--- config.mk ---
export PLATFORM = sky130hd
export DESIGN_NAME = pidl_regs
export DESIGN_NICKNAME = d
export VERILOG_FILES = /design/src/hw/pidl_pkg.sv /design/src/hw/pidl_regs.sv
export SDC_FILE = /design/constraint.sdc
export NUM_CORES = 1
export LEC_CHECK = 0
export BUFFER_PORTS_ARGS = -buffer_cell sky130_fd_sc_hd__buf_2
export CELL_PAD_IN_SITES_DETAIL_PLACEMENT = 1
export CELL_PAD_IN_SITES_GLOBAL_PLACEMENT = 2
export CORE_MARGIN = 5
export CORE_UTILIZATION = 33
export CTS_CLUSTER_SIZE = 25
export DETAILED_ROUTE_END_ITERATION = 16
export PLACE_DENSITY_LB_ADDON = 0.1
export SLEW_MARGIN = 20
export SYNTH_ARGS = -nofsm -noshare
export SYNTH_HDL_FRONTEND = slang
export SYNTH_SLANG_ARGS = --single-unit
--- constraint.sdc ---
create_clock -name clk_sys -period 2.3 [get_ports clk_sys]
set_input_delay 0.23 -clock clk_sys [delete_from_list [all_inputs] [get_ports clk_sys]]
set_output_delay 0.23 -clock clk_sys [all_outputs]
set_load 0.03 [all_outputs]
--- src/hw/pidl_pkg.sv ---
// Purpose: shared constants and carriers for the interrupt/diagnostic/loopback bank
// Assumes: 5-bit management register address space, 16-bit register data
// Notes:   event flag bit order matches the event struct field order
package pidl_pkg;

    localparam int unsigned DATA_W = 16;
    localparam int unsigned ADDR_W = 5;
    localparam int unsigned EVT_N  = 8;

    // register offsets within the management space
    localparam logic [ADDR_W-1:0] ADDR_INT  = 5'h11;
    localparam logic [ADDR_W-1:0] ADDR_DIAG = 5'h12;
    localparam logic [ADDR_W-1:0] ADDR_PWR  = 5'h13;

    // field positions
    localparam int unsigned INT_EN_LSB     = 8;
    localparam int unsigned DIAG_NEGOTIATED_FULL_DUPLEX_BIT  = 11;
    localparam int unsigned DIAG_SPEED_BIT = 10;
    localparam int unsigned DIAG_PASS_BIT  = 9;
    localparam int unsigned DIAG_LOCK_BIT  = 8;
    localparam int unsigned PWR_FIELD_W    = 15;
    localparam int unsigned LINK_LOSS_BIT  = 2;

    // reset values
    localparam logic [EVT_N-1:0]       INT_EN_RST = 8'h00;
    localparam logic [EVT_N-1:0]       FLAGS_RST  = 8'h00;
    localparam logic [PWR_FIELD_W-1:0] PWR_RST    = 15'h0020;

    // events that fire on a falling level instead of a rising one
    localparam logic [EVT_N-1:0] FALL_MASK = 8'h04;

    typedef struct packed {
        logic jabber;
        logic receive_error;
        logic page_arrival;
        logic parallel_fault;
        logic partner_ack;
        logic link_good;
        logic remote_fault;
        logic negotiation_done;
    } pidl_event_t;

    typedef struct packed {
        logic full_duplex;
        logic speed_100;
        logic mode_100x;
        logic signal_valid;
        logic manchester_seen;
        logic pll_lock;
    } pidl_status_t;

    typedef struct packed {
        logic [7:0] reserved_bits;
        logic       transformer_ratio_select;
        logic       low_power;
        logic       test_loopback;
        logic       digital_loopback;
        logic       link_pulse_loopback;
        logic       nlp_integrity_test;
        logic       reduce_timer;
    } pidl_pwr_t;

    typedef struct packed {
        logic [ADDR_W-1:0] addr;
        logic [DATA_W-1:0] wdata;
        logic              wr;
        logic              rd;
    } pidl_bus_req_t;

    typedef struct packed {
        logic [EVT_N-1:0]  ev_s1;
        logic [EVT_N-1:0]  ev_s2;
        logic [EVT_N-1:0]  ev_d;
        pidl_status_t      st_s1;
        pidl_status_t      st_s2;
        logic              strap_s1;
        logic              strap_s2;
        logic              lock_d;
        logic [EVT_N-1:0]  enable;
        logic [EVT_N-1:0]  flags;
        logic              lock_sticky;
        pidl_pwr_t         pwr;
        logic [DATA_W-1:0] rdata;
        logic              interrupt_output_pin_pin;
        logic              rst_d;
    } pidl_state_t;

endpackage

--- src/hw/pidl_regs.sv ---
// Purpose: interrupt, diagnostic and power/loopback management registers
// Assumes: event, status and strap inputs arrive from other clock domains or pins
// Notes:   reads return data one cycle later; unmapped addresses read zero
//
// Our own choice: strobed register access.
`timescale 1ns/1ps
`default_nettype none

// Summary of operation
// - interrupt register bits 15:8 are per-event enables, cleared at reset
// - bit 7 sets on jabber, clears when the register is read
// - bit 6 sets on rising receive error, clears on read
// - bit 5 sets when a new partner page arrives, clears on read
// - bit 4 sets on parallel detection fault, clears on read
// - bit 3 sets on received acknowledge in link pulse burst, clears on read
// - bit 2 sets when link drops from good, clears on read
// - bit 1 sets on remote fault, clears on read
// - bit 0 sets when negotiation completes, clears on read
// - diagnostic bit 11 shows negotiated full duplex, read only
// - diagnostic bit 10 shows negotiated 100 Mbps speed, read only
// - in 100BASE-X diagnostic bit 9 shows valid receive signal
// - in 10BASE-T diagnostic bit 9 shows Manchester data detected
// - diagnostic bit 8 sets on PLL lock, stays until read
// - power bit 6 selects transformer ratio, default from strap at reset
// - power bit 5 enables low power mode, resets to one
// - power bit 4 enables test loopback through clock recovery
// - power bit 3 enables digital loopback, resets to zero
// - power bit 2 enables link pulse loopback
// - power bit 1 sends normal pulses instead of bursts in test mode
// - power bit 0 shortens negotiation timers for test
// - interrupt pin active high when polarity bit one, else active low
module pidl_regs (
    input  wire logic                   clk_sys,
    input  wire logic                   srst,
    input  wire pidl_pkg::pidl_bus_req_t bus_req,
    output logic [pidl_pkg::DATA_W-1:0] bus_rdata,
    input  wire pidl_pkg::pidl_event_t  phy_event,
    input  wire pidl_pkg::pidl_status_t phy_status,
    input  wire logic                   ratio_strap,
    input  wire logic                   interrupt_polarity_select,
    output pidl_pkg::pidl_pwr_t         pwr_ctrl,
    output logic                        interrupt_output_pin
);
    import pidl_pkg::*;

    pidl_state_t             st_r;
    pidl_state_t             st_nxt;
    logic [EVT_N-1:0]        set_evt;
    logic                    lock_rise;
    logic                    rd_int;
    logic                    rd_diag;
    logic                    irq_now;
    logic [DATA_W-1:0]       diag_word;

    always_comb begin
        st_nxt = st_r;

        // two-stage synchronisers; first stage only feeds the second
        st_nxt.ev_s1    = phy_event;
        st_nxt.ev_s2    = st_r.ev_s1;
        st_nxt.ev_d     = st_r.ev_s2;
        st_nxt.st_s1    = phy_status;
        st_nxt.st_s2    = st_r.st_s1;
        st_nxt.strap_s1 = ratio_strap;
        st_nxt.strap_s2 = st_r.strap_s1;
        st_nxt.lock_d   = st_r.st_s2.pll_lock;
        st_nxt.rst_d    = srst;

        // edge of each event; link loss watches the falling edge of link good
        set_evt   = (st_r.ev_s2 ^ st_r.ev_d) & (st_r.ev_s2 ^ FALL_MASK);
        lock_rise = st_r.st_s2.pll_lock & ~st_r.lock_d;

        rd_int  = bus_req.rd && (bus_req.addr == ADDR_INT);
        rd_diag = bus_req.rd && (bus_req.addr == ADDR_DIAG);

        diag_word = '0;
        diag_word[DIAG_NEGOTIATED_FULL_DUPLEX_BIT]  = st_r.st_s2.full_duplex;
        diag_word[DIAG_SPEED_BIT] = st_r.st_s2.speed_100;
        diag_word[DIAG_PASS_BIT]  = st_r.st_s2.mode_100x ? st_r.st_s2.signal_valid
                                                         : st_r.st_s2.manchester_seen;
        diag_word[DIAG_LOCK_BIT]  = st_r.lock_sticky;

        // read data captured before the clear so the event is seen once
        st_nxt.rdata = '0;
        if (bus_req.rd) begin
            unique case (bus_req.addr)
                ADDR_INT:  st_nxt.rdata = {st_r.enable, st_r.flags};
                ADDR_DIAG: st_nxt.rdata = diag_word;
                ADDR_PWR:  st_nxt.rdata = {1'b0, st_r.pwr};
                default:   st_nxt.rdata = '0;
            endcase
        end

        // a short reset may end before the strap clears its synchroniser,
        // so the ratio default is taken once more on the first free cycle
        if (st_r.rst_d) begin
            st_nxt.pwr.transformer_ratio_select = st_r.strap_s2;
        end

        // writes: only enables and power bits are writable
        if (bus_req.wr && bus_req.addr == ADDR_INT) begin
            st_nxt.enable = bus_req.wdata[INT_EN_LSB +: EVT_N];
        end
        if (bus_req.wr && bus_req.addr == ADDR_PWR) begin
            st_nxt.pwr = bus_req.wdata[PWR_FIELD_W-1:0];
        end

        // read clears, but a simultaneous event survives the clear
        st_nxt.flags = (rd_int ? '0 : st_r.flags) | set_evt;
        st_nxt.lock_sticky = (rd_diag ? 1'b0 : st_r.lock_sticky) | lock_rise;

        // strap is caught through its synchroniser while reset is held
        if (srst) begin
            st_nxt.enable      = INT_EN_RST;
            st_nxt.flags       = FLAGS_RST;
            st_nxt.lock_sticky = 1'b0;
            st_nxt.pwr         = PWR_RST;
            st_nxt.pwr.transformer_ratio_select = st_r.strap_s2;
            st_nxt.rdata       = '0;
            st_nxt.ev_d        = '0;
            st_nxt.lock_d      = 1'b0;
        end

        irq_now = |(st_nxt.enable & st_nxt.flags);
        // pin level computed from next state so it tracks flags without lag
        st_nxt.interrupt_output_pin_pin = interrupt_polarity_select ? irq_now : ~irq_now;
    end

    always_ff @(posedge clk_sys) begin
        st_r <= st_nxt;
    end

    assign bus_rdata            = st_r.rdata;
    assign pwr_ctrl             = st_r.pwr;
    assign interrupt_output_pin = st_r.interrupt_output_pin_pin;

    logic [EVT_N-1:0] chk_set;
    logic             chk_irq;
    assign chk_set = (st_r.ev_s2 ^ st_r.ev_d) & (st_r.ev_s2 ^ FALL_MASK);
    assign chk_irq = |(st_r.enable & st_r.flags);
endmodule

`default_nettype wire

# Word-level counts from Yosys, hierarchy flattened
# Index checks and enable logic that the tools add are counted.
[op_classes]
bitwise = 10
n_mux = 10
n_reduce_logical = 7
n_eq_ne = 3
[ops]
columns = ["operator", "count"]
rows = [
  ["48-bit 2-to-1 mux", 1],
  ["16-bit case mux with 3 select lines", 1],
  ["8-bit AND", 2],
  ["16-bit 2-to-1 mux", 1],
  ["8-bit 2-to-1 mux", 2],
  ["5-bit equality test (second input constant)", 3],
  ["15-bit 2-to-1 mux", 1],
  ["8-bit bitwise OR", 1],
  ["8-bit OR reduction", 1],
  ["8-bit XOR", 1],
  ["1-bit logical AND", 4],
  ["1-bit 2-to-1 mux", 4],
  ["1-bit inverter", 4],
  ["3-bit nonzero test", 1],
  ["2-bit OR reduction", 1],
  ["1-bit AND", 1],
  ["1-bit bitwise OR", 1],
]
[totals]
reg_bits = 89
word_cells = 62
inputBits = 41
out_inout_bits = 32

# Logic depth before layout (Yosys ltp)
# Gate-level depths: netlist of the first run.
[depth]
word_depth = 9
depth_mapped = 7
ltp_nobuf = 6

# Worst setup path before layout of the first run
# OpenSTA, ideal clock, no wires.
[synth_timing]
kind = "input -> register"
startpoint = "input port bus_req[20] (netlist name)"
endpoint = "register st_r (netlist bit interrupt_output_pin)"
arrival_ns = 1.649
stages = 6
path_buffers = 0
setup_ns = 0.072
slack_ns = 0.580
path_cell_list = "nand4bb_4 -> or2_4 -> a22o_1 -> a2111oi_2 -> nor4b_2 -> xor2_1"
[synth_rtl]
columns = ["item", "line_no", "rtl"]
rows = [
  ["start: declaration", "pidl_regs.sv:35", "input wire pidl_pkg::pidl_bus_req_t bus_req,"],
  ["end signal: assignment", "pidl_regs.sv:130", "st_r <= st_nxt;"],
  ["end: declaration", "pidl_regs.sv:46", "pidl_state_t st_r;"],
]

==> out/results.md, run 1 <==
- Clk pwr share: 36.9%
- remaining design rule violation count: 0
- CTS tree: done
- run status: finished clean
- WP data required: 2580 ps
- crit path max fanout: 10
- Die Wd: 105 um
- unique cell type count in the Yosys netlist: 32
- number of H-tree levels: 3
- number of setup violations in the final report: 0
- combinational share of power: 6.4%
- switching power total: 0.667 mW
- cell types occupying the most area after synthesis: sky130_fd_sc_hd__dfxtp_1 (59%), sky130_fd_sc_hd__buf_4 (7.8%), sky130_fd_sc_hd__mux2i_1 (5.4%)
- GRT Util Overall: 13.4%
- count of input and output buffers: 72
- cell total after placement: 423
- sort of element at the end of the critical path: flop
- Clock Latency Late Sink: 350 ps
- Worst Slack Setup Final: 614 ps
- Least-Margin Pin Slew: 639 ps
- leading area contributor after synthesis: sky130_fd_sc_hd__dfxtp_1
- final weighted congestion in routability-driven placement: 0.803
- CTS Buffer Depth: 2
- mean area per synthesized cell: 10.9 sq um
- Core Box Area: 8760 sq um
- number of setup buffers added after CTS: 0
- wire length of the first global-routing pass: 11.8 mm
- DR vias: 2074
- vias per cell: 4.57
- die height: 105 um
- timing-limited maximum frequency: 593 MHz
- final period utilization: 73.3%
- cell-internal power: 2.19 mW
- number of clock buffers inserted by TritonCTS: 9
- netlist area before placement: 2990 sq um
- initial standard-cell utilization of the core: 34.2%
- clock tree root driver cell: sky130_fd_sc_hd__clkbuf_8
- antenna violations before repair: 0
- Arrival @ worst endpoint: 1960 ps
- Std-Cell Rows: 34
- headroom to the max-slew limit: 57.2%
- Hold Violations, Final: 0
- final critical delay including setup and external delays: 1690 ps
- total I/O pin count: 73
- count of nets left with antenna violations after detail routing: 0
- number of pins with negative max-slew slack in the final report: 0
- 1st-iter DRT viols: 53
- type of the setup path with the least slack: input pin to flop
- sequential fraction of the synthesis area: 59.9%
- Setup Total Neg Slack: 0 ps
- Remaining Overflow, GRT: 0
- Cell Area, Placed: 3290 sq um
- final clock skew: 7.66 ps
- synthesis-to-layout area growth: 21.6%
- clock transition at the registers of the reported paths: 80 ps
- vias in the first global route: 2244
- standby leakage power: 1.60 nW
- most common cell after layout, fill and taps aside: sky130_fd_sc_hd__dfxtp_1
- filler-free cell count of the finished design: 454
- Sinks on Clock Net: 89
- drt wl/cell: 15.4 um
- Yosys reg bits: 89
- Critical Path Source Type: input pin
- Max-cap violations: 0
- total number of yosys warnings: 0
- DPL Wire Length: 5.22 mm
- Total Die Area: 11100 sq um
- post-synth net total: 315
- power per cell area: 785 nW/um^2
- Sw Share: 23.4%
- cells resized by post-CTS repair: 0
- First-pass DRT Iterations: 4
- antenna fix cells: 0
- worst vdd rail ir drop: 307 uV
- total routed wirelength: 7.00 mm
- pre-CTS setup slack: 230 ps
- unrepaired setup endpoints after global routing: false
- path type of the worst min-delay path: input pin to flop
- Total Nets Final: 382
- fraction of power consumed by sequential logic: 56.7%
- post-synth top area share: 58.9%
- leading cell types in the layout, fill and taps excluded: sky130_fd_sc_hd__dfxtp_1 (88), sky130_fd_sc_hd__buf_2 (72), sky130_fd_sc_hd__nor2_1 (26)
- count of filler cells inserted in the layout: 980
- Syn Inst Count: 274
- cell area after layout: 3640 sq um
- largest net degree at the start of global routing: 20
- fraction of layout cells with a size suffix above 1: 30.3%
- number of hold-repair buffers added at the cts stage: 15
final timing paths:
path / from / endpoint / slack (ps) / depth (start not counted)
setup / recovery: bus_req[20] / interrupt_output_pin / 610 / 7
hold reg to reg: st_nxt[58] / diag_word[11] / 330 / 0
hold / removal: interrupt_polarity_select / interrupt_output_pin / 90 / 2
setup reg to reg: st_r[75] / interrupt_output_pin / 820 / 5
sequential cells by signal, indices dropped and copies added, names as in the netlist:
| name | cells |
|---|---|
| st_r | 39 |
| st_nxt | 15 |
| interrupt_output_pin | 1 |
| pwr_ctrl | 15 |
| diag_word | 3 |
| bus_rdata | 16 |
worst max-delay path, stage by stage:
cell                        delay, ps
sky130_fd_sc_hd__buf_2            120
sky130_fd_sc_hd__nand4bb_4        300
sky130_fd_sc_hd__or2_4            330
sky130_fd_sc_hd__a22o_1           210
sky130_fd_sc_hd__a2111oi_2        340
sky130_fd_sc_hd__nor4b_2          270
sky130_fd_sc_hd__xor2_1           170
power groups by stage:
| stage | logic [mW] | clock network [mW] | registers [mW] |
|---|---|---|---|
| 2_1_floorplan | 0.0912 | 0 | 1.65 |
| 3_3_place_gp | 0.163 | 0 | 1.66 |
| 3_5_place_dp | 0.165 | 0 | 1.66 |
| 4_1_cts | 0.186 | 1.10 | 1.62 |
| 5_1_grt | 0.203 | 1.17 | 1.63 |
| 6_report | 0.182 | 1.05 | 1.62 |
synth_stat cells:
| cell | n |
|---|---|
| sky130_fd_sc_hd__nor2_1 | 26 |
| sky130_fd_sc_hd__nand3_1 | 6 |
| sky130_fd_sc_hd__dfxtp_1 | 88 |
| sky130_fd_sc_hd__a211oi_1 | 2 |
| sky130_fd_sc_hd__and2_1 | 1 |
| sky130_fd_sc_hd__nand2_1 | 9 |
| sky130_fd_sc_hd__inv_1 | 5 |
| sky130_fd_sc_hd__a2111oi_2 | 1 |
| sky130_fd_sc_hd__nor4b_2 | 1 |
| sky130_fd_sc_hd__mux2_2 | 2 |
| sky130_fd_sc_hd__a21oi_1 | 18 |
| sky130_fd_sc_hd__buf_4 | 31 |
| sky130_fd_sc_hd__a31oi_1 | 2 |
| sky130_fd_sc_hd__edfxtp_1 | 1 |
| sky130_fd_sc_hd__a221oi_1 | 3 |
| sky130_fd_sc_hd__nor3b_1 | 1 |
| sky130_fd_sc_hd__o32ai_1 | 1 |
| sky130_fd_sc_hd__mux2i_1 | 16 |
| sky130_fd_sc_hd__nor3_1 | 1 |
| sky130_fd_sc_hd__or2_4 | 1 |
| sky130_fd_sc_hd__nor4_1 | 2 |
| sky130_fd_sc_hd__xor2_1 | 1 |
| sky130_fd_sc_hd__nor4bb_1 | 1 |
| sky130_fd_sc_hd__nor2b_1 | 14 |
| sky130_fd_sc_hd__nand2b_1 | 6 |
| sky130_fd_sc_hd__o21ai_0 | 8 |
| sky130_fd_sc_hd__nand4bb_4 | 1 |
| sky130_fd_sc_hd__buf_1 | 2 |
| sky130_fd_sc_hd__clkbuf_1 | 5 |
| sky130_fd_sc_hd__buf_2 | 3 |
| sky130_fd_sc_hd__a21o_1 | 1 |
| sky130_fd_sc_hd__a22o_1 | 14 |
logic make-up after synthesis:
kind of cell              share of synthesized area, %
xor gates and xnor gates                         0.293
and+or+nand+nor                                   12.7
AOI/OAI and AO/OA                                 11.3
buffers and inverters                             9.78
muxes                                             6.10
DFF                                               59.9
final cells by class:
class | count | area, sq um | area share [%]
clock buffers | 9 | 124 | 3.40
multi-input cells | 139 | 913 | 25.1
well taps | 108 | 135 | 3.71
inverters | 5 | 18.8 | 0.516
clock inverters | 7 | 70.1 | 1.93
repair buffers | 97 | 586 | 16.1
flip-flops and latches | 89 | 1790 | 49.2
through the flow:
step	total power, mW	utilization [%]	hold WS [ps]
3_3_place_gp	1.82	37.6	310
5_1_grt	3.00	41.5	73.2
3_5_place_dp	1.82	37.6	313
6_report	2.86	41.5	91.6
2_1_floorplan	1.74	-	258
4_1_cts	2.90	41.5	77.6
routing by layer:
metal / up-vias / wire (um) / track usage, %
met4: 0 / 69 / 4.11
li1: 1037 / - / -
met3: 7 / 402 / 4.52
met1: 983 / 3340 / 17.9
met2: 47 / 3180 / 20.6
met5: - / 0 / 0
Note: power is estimated with default switching activity, not from simulation.
==> inputs of run 2 (changes only) <==
--- a/config.mk
+++ b/config.mk
@@ -9,7 +9,7 @@
 export CELL_PAD_IN_SITES_DETAIL_PLACEMENT = 1
 export CELL_PAD_IN_SITES_GLOBAL_PLACEMENT = 2
 export CORE_MARGIN = 5
-export CORE_UTILIZATION = 33
+export CORE_UTILIZATION = 29
 export CTS_CLUSTER_SIZE = 25
 export DETAILED_ROUTE_END_ITERATION = 16
 export PLACE_DENSITY_LB_ADDON = 0.1
==> constraint.sdc (replaced) <==
create_clock -name clk_sys -period 1.42 [get_ports clk_sys]
set_input_delay 0.142 -clock clk_sys [delete_from_list [all_inputs] [get_ports clk_sys]]
set_output_delay 0.142 -clock clk_sys [all_outputs]
set_load 0.03 [all_outputs]
==> out/results.md, run 2 (same netlist as run 1, synthesis figures left out) <==
- timing-limited maximum frequency: 637 MHz
- vias per cell: 4.30, -5.9%
- number of clock buffers inserted by TritonCTS: 9, unchanged
- count of nets left with antenna violations after detail routing: 0, unchanged
- Cell Area, Placed: 3530 sq um, +7.2%
- final critical delay including setup and external delays: 1570 ps
- headroom to the max-slew limit: 70.4%, +13 points
- cell total after placement: 478, +13%
- crit path max fanout: 8, -2
- Setup Total Neg Slack: -151 ps, -151 ps
- final weighted congestion in routability-driven placement: 0.785, -2.2%
- number of setup violations in the final report: 1, +1
- Arrival @ worst endpoint: 1850 ps, -110 ps
- Sequential cell area: 1790 sq um, unchanged
- CTS Buffer Depth: 2, unchanged
- hold-critical path endpoint: pwr_ctrl[11]
- First-pass DRT Iterations: 4, unchanged
- antenna fix cells: 0, unchanged
- number of pins with negative max-slew slack in the final report: 0, unchanged
- standby leakage power: 1.78 nW, +12%
- post-route worst hold slack: 28.5 ps, -63.1 ps
- initial standard-cell utilization of the core: 29.4%, -4.8 points
- hold path startpoint: bus_req[13]
- Clk pwr share: 35.1%, -1.8 points
- fraction of layout cells with a size suffix above 1: 36.3%, +5.9 points
- Die Wd: 112 um, +6.0%
- violated checks: negative setup slack
- most common cell after layout, fill and taps aside: sky130_fd_sc_hd__dfxtp_1
- cell-internal power: 3.57 mW, +63%
- synthesis-to-layout area growth: 34.5%
- largest net degree at the start of global routing: 19, -5.0%
- Total Die Area: 12500 sq um, +12%
- startpoint of the most critical register-to-register path: st_r[75]
- combinational share of power: 8.1%, +1.7 points
- number of H-tree levels: 3, unchanged
- count of filler cells inserted in the layout: 1185, +21%
- path type of the worst min-delay path: input pin to flop
- pre-CTS setup slack: -523 ps, -753 ps
- Sinks on Clock Net: 89, unchanged
- CTS tree: done
- total I/O pin count: 73, unchanged
- Std-Cell Rows: 37, +8.8%
- final period utilization: 111%
- clock transition at the registers of the reported paths: 90 ps, about the same
- antenna violations before repair: 0, unchanged
- register name with the most flops: st_r
- Critical Path Source Type: input pin
- 1st-iter DRT viols: 60, +13%
- switching power total: 1.05 mW, +58%
- DR vias: 2232, +7.6%
- Remaining Overflow, GRT: 0, unchanged
- Max-cap violations: 0, unchanged
- unrepaired setup endpoints after global routing: true
- type of the setup path with the least slack: input pin to flop
- flip-flop count of the largest register, all copies and words added: 39, unchanged
- final clock skew: 8.62 ps, +0.958 ps
- die height: 112 um, +6.0%
- combined area of the multi-input logic cells: 973 sq um, +6.6%
- remaining design rule violation count: 0, unchanged
- count of input and output buffers: 72, unchanged
- Least-Margin Pin Slew: 442 ps, -198 ps
- WP data required: 1700 ps, -880 ps
- drt wl/cell: 14.4 um, -6.4%
- total routed wirelength: 7.49 mm, +7.0%
- GRT Util Overall: 13.0%, -0.42 points
- FF-to-FF End: interrupt_output_pin
- DPL Wire Length: 5.65 mm, +8.3%
- power per cell area: 1150 nW/um^2, +46%
- wire length of the first global-routing pass: 12.6 mm, +7.0%
- vias in the first global route: 2386, +6.3%
- filler-free cell count of the finished design: 519, +14%
- cell area after layout: 4030 sq um, +11%
- fraction of power consumed by sequential logic: 56.8%, about the same
- Worst Slack Setup Final: -151 ps, -765 ps
- Core Box Area: 10200 sq um, +16%
- internal reg-to-reg setup slack: -60 ps, -880 ps
- Hold Violations, Final: 0, unchanged
- run status: finished with violations
- length in cells of the worst reg-to-reg path: 5, unchanged
- sort of element at the end of the critical path: flop
- Total Nets Final: 419, +9.7%
- number of cells on the worst hold path: 2, unchanged
- clock tree root driver cell: sky130_fd_sc_hd__clkbuf_8
- Clock Latency Late Sink: 350 ps, about the same
- Sw Share: 22.8%, -0.61 points
- leading cell types in the layout, fill and taps excluded: sky130_fd_sc_hd__dfxtp_1 (88), sky130_fd_sc_hd__buf_2 (71), sky130_fd_sc_hd__buf_4 (40)
- worst vdd rail ir drop: 455 uV, +48%
==> run 2: cell types whose count changed in the layout (fill, tap and decap cells not counted), sizes merged <==
cell	delta
buf	+30
clkinv	-3
bufinv	-1
inv	-1
clkbuf	+5
dlygate4sd3	+7
==> run 2: power groups by stage <==
stage               Combinational, mW  Sequential [mW]  Clock [mW]
floorplan                       0.149             2.67           0
global placement                0.311             2.68           0
detailed placement              0.314             2.69           0
CTS                             0.365             2.63        1.72
global route                    0.410             2.64        1.83
finish                          0.372             2.63        1.62
==> run 2: what timing repair did <==
action | 4_1_cts | 5_1_grt
hold buffers | 22 | 0
buffers inserted | 2 | 1
resized for setup | 0 | 10
endpoints found under the hold margin | 22 | 0
setup endpoints to repair | 1 | 1
pin swaps | 2 | 5
==> run 2: critical path: stages <==
cell and delay, ps:
sky130_fd_sc_hd__buf_6 100, sky130_fd_sc_hd__nand4bb_4 290, sky130_fd_sc_hd__or2_4 320, sky130_fd_sc_hd__a22o_4 240, sky130_fd_sc_hd__a2111oi_4 340, sky130_fd_sc_hd__nor4b_4 250
sky130_fd_sc_hd__xor2_1 170
==> run 2: cell type report <==
| type | count | area share, % |
|---|---|---|
| tap | 136 | 4.23 |
| timing repair buffer | 134 | 22.0 |
| multi-input combinational | 139 | 24.2 |
| inverter | 5 | 0.466 |
| clock inverter | 2 | 0.311 |
| sequential | 89 | 44.5 |
| clock buffer | 14 | 4.29 |
==> run 2: routing by layer <==
metal | track usage [%] | vias up | part of all wire [%]
li1 | - | 1108 | -
met4 | 6.81 | 0 | 2.6
met2 | 20.6 | 52 | 46
met1 | 16.5 | 1058 | 47
met3 | 2.99 | 14 | 4.3
met5 | 0 | - | 0
==> run 2: worst max-delay path by stage <==
stage	slack (ps)	cells after the start	startpoint	endpoint
floorplan	-160	6	bus_req[21]	interrupt_output_pin
global placement	-470	7	bus_req[21]	interrupt_output_pin
detailed placement	-520	7	bus_req[21]	interrupt_output_pin
CTS	-120	8	bus_req[20]	interrupt_output_pin
global route	-190	7	bus_req[21]	interrupt_output_pin
finish	-150	7	bus_req[21]	interrupt_output_pin
==> run 2: stage by stage <==
step                power (mW)  utilization [%]
CTS                       4.71             38.8
finish                    4.62             39.5
global route              4.88             39.5
detailed placement        3.00             34.7
floorplan                 2.82                -
global placement          3.00             34.7
==> inputs of run 3 (changes only) <==
--- a/config.mk
+++ b/config.mk
@@ -5,13 +5,13 @@
 export SDC_FILE = /design/constraint.sdc
 export NUM_CORES = 1
 export LEC_CHECK = 0
-export BUFFER_PORTS_ARGS = -buffer_cell sky130_fd_sc_hd__buf_2
 export CELL_PAD_IN_SITES_DETAIL_PLACEMENT = 1
 export CELL_PAD_IN_SITES_GLOBAL_PLACEMENT = 2
 export CORE_MARGIN = 5
-export CORE_UTILIZATION = 29
+export CORE_UTILIZATION = 35
 export CTS_CLUSTER_SIZE = 25
 export DETAILED_ROUTE_END_ITERATION = 16
+export DONT_BUFFER_PORTS = 1
 export PLACE_DENSITY_LB_ADDON = 0.1
 export SLEW_MARGIN = 20
 export SYNTH_ARGS = -nofsm -noshare
==> out/results.md, run 3 (same netlist as run 1, synthesis figures left out) <==
- run status: finished clean
- master of the slowest instance on the critical path: sky130_fd_sc_hd__dfxtp_2
- Sinks on Clock Net: 89, unchanged
- count of filler cells inserted in the layout: 904, -24%
- fraction of layout cells with a size suffix above 1: 21.1%, -15 points
- crit path max fanout: 2, -6
- clock transition at the registers of the reported paths: 90 ps, about the same
- final period utilization: 96.3%, -14 points
- vias in the first global route: 2231, -6.5%
- delay contributed by the slowest stage of the critical path: 330 ps, about the same
- final critical delay including setup and external delays: 1370 ps, -203 ps
- CTS Buffer Depth: 2, unchanged
- worst setup path end: interrupt_output_pin
- remaining design rule violation count: 0, unchanged
- initial standard-cell utilization of the core: 36.2%, +6.9 points
- Die Wd: 102 um, -8.2%
- Worst Slack Setup Final: 52.1 ps, +203 ps
- largest net degree at the start of global routing: 29, +10
- synthesis-to-layout area growth: 31.1%
- Sequential cell area: 1790 sq um, +0.14%
- power per cell area: 1200 nW/um^2, +4.8%
- Max-cap violations: 0, unchanged
- register name with the most flops: st_r
- final clock skew: 11.0 ps, +2.40 ps
- standby leakage power: 1.60 nW, -10%
- Clock Latency Late Sink: 360 ps, about the same
- drt wl/cell: 16.6 um, +15%
- Hold Violations, Final: 0, unchanged
- type of the setup path with the least slack: flop to flop
- critical path launch point: st_r[75]
- 1st-iter DRT viols: 39, -35%
- cell total after placement: 370, -23%
- unrepaired setup endpoints after global routing: true
- Critical Path Source Type: flop
- Sw Share: 22.7%, about the same
- filler-free cell count of the finished design: 441, -15%
- clock tree root driver cell: sky130_fd_sc_hd__clkbuf_8
- sort of element at the end of the critical path: flop
- Least-Margin Pin Slew: 738 ps, +296 ps
- length in cells of the worst reg-to-reg path: 5, unchanged
- timing-limited maximum frequency: 731 MHz, +15%
- Std-Cell Rows: 33, -11%
- worst vdd rail ir drop: 674 uV, +48%
- internal reg-to-reg setup slack: 50 ps, +110 ps
- post-route worst hold slack: 24.9 ps, -3.62 ps
- number of H-tree levels: 3, unchanged
- die height: 102 um, -8.2%
- GRT Util Overall: 14.9%, +1.9 points
- WP data required: 1700 ps, about the same
- Clk pwr share: 37.4%, +2.3 points
- fraction of power consumed by sequential logic: 56.0%, -0.8 points
- switching power total: 1.07 mW, +2.1%
- number of setup violations in the final report: 0, -1
- combined area of the multi-input logic cells: 1000 sq um, +2.7%
- number of pins with negative max-slew slack in the final report: 0, unchanged
- cell-internal power: 3.65 mW, +2.2%
- Total Nets Final: 372, -11%
- Total Die Area: 10500 sq um, -16%
- number of clock buffers inserted by TritonCTS: 9, unchanged
- startpoint of the most critical register-to-register path: st_r[75]
- FF-to-FF End: interrupt_output_pin
- pre-CTS setup slack: -379 ps, +144 ps
- Core Box Area: 8260 sq um, -19%
- vias per cell: 4.79, +11%
- Remaining Overflow, GRT: 0, unchanged
- antenna violations before repair: 0, unchanged
- Arrival @ worst endpoint: 1650 ps, -200 ps
- flip-flop count of the largest register, all copies and words added: 39, unchanged
- headroom to the max-slew limit: 50.7%, -20 points
- count of nets left with antenna violations after detail routing: 0, unchanged
- combinational share of power: 6.6%, -1.5 points
- antenna fix cells: 0, unchanged
- path type of the worst min-delay path: input pin to flop
- total routed wirelength: 7.33 mm, -2.0%
- total I/O pin count: 73, unchanged
- wire length of the first global-routing pass: 11.6 mm, -7.7%
- cells along the critical path: inv_2 -> a22o_1 -> a2111oi_2 -> nor4b_4 -> xor2_1
- CTS tree: done
- final weighted congestion in routability-driven placement: 0.755, -3.8%
- DPL Wire Length: 4.84 mm, -14%
- count of input and output buffers: 0, -100%
- most common cell after layout, fill and taps aside: sky130_fd_sc_hd__dfxtp_1
- leading cell types in the layout, fill and taps excluded: sky130_fd_sc_hd__dfxtp_1 (86), sky130_fd_sc_hd__dlygate4sd3_1 (50), sky130_fd_sc_hd__buf_4 (35)
- DR vias: 2112, -5.4%
- First-pass DRT Iterations: 4, unchanged
- Setup Total Neg Slack: 0 ps, +151 ps
## run 3: cell types whose count changed in the layout (fill, tap and decap cells not counted), moves of 4 or more
cell / before / now
sky130_fd_sc_hd__buf_2: 71 / 0
sky130_fd_sc_hd__buf_4: 40 / 35
sky130_fd_sc_hd__dlygate4sd3_1: 22 / 50
sky130_fd_sc_hd__o21ai_0: 7 / 3
## run 3: cell type report
class,instances,area share [%]
multi-input cells,140,25.5
flip-flops and latches,89,45.7
repair buffers,86,19.8
clock buffers,10,3.51
well taps,105,3.35
inverters,5,0.478
clock inverters,6,1.72
## run 3: timing repair
action,CTS,global route
pin swaps,5,4
hold buffers,51,0
cloned,1,0
gates resized for setup,6,15
buffers inserted,3,0
endpoints found under the hold margin,68,0
endpoints found under the setup margin,1,1
## run 3: per-layer routing
layer  GRT usage [%]  routed length, um  up-vias
met1            17.9               3210     1030
met5               0                  0        -
li1                -                  -     1021
met2            24.5               3550       56
met4            6.36                 86        0
met3            4.51                493        5
## run 3: worst min path at each step
stage,startpoint,end,slack (ps),cells after the start
6_report,bus_req[0],bus_rdata[9],20,2
5_1_grt,bus_req[10],st_r[42],20,3
4_1_cts,bus_req[0],bus_rdata[9],2,2
3_5_place_dp,phy_event[2],st_nxt[75],170,0
3_3_place_gp,phy_event[4],st_nxt[77],170,0
2_1_floorplan,ratio_strap,st_nxt[51],170,0
## run 3: through the flow
| stage | total power [mW] | cell area [sq um] | utilization [%] |
|---|---|---|---|
| 6_report | 4.72 | 3930 | 47.5 |
| 5_1_grt | 4.95 | 3930 | 47.5 |
| 4_1_cts | 4.78 | 3860 | 46.8 |
| 3_5_place_dp | 2.87 | 3100 | 37.5 |
| 3_3_place_gp | 2.87 | 3100 | 37.5 |
| 2_1_floorplan | 2.82 | 3000 | - |
## run 3: worst max-delay path, delay by kind of cell (launching register included)
kind | cells | cell delay [ps]
xor gates and xnor gates | 1 | 170
AOI/OAI and AO/OA | 2 | 510
buffers and inverters | 1 | 40
and+or+nand+nor | 1 | 250
DFF | 1 | 330
## run 3: power groups by stage
stage          clock network (mW)  registers [mW]  logic [mW]
2_1_floorplan                   0            2.67       0.149
6_report                     1.77            2.64       0.310
3_5_place_dp                    0            2.70       0.168
3_3_place_gp                    0            2.70       0.167
4_1_cts                      1.84            2.64       0.299
5_1_grt                      1.95            2.66       0.339
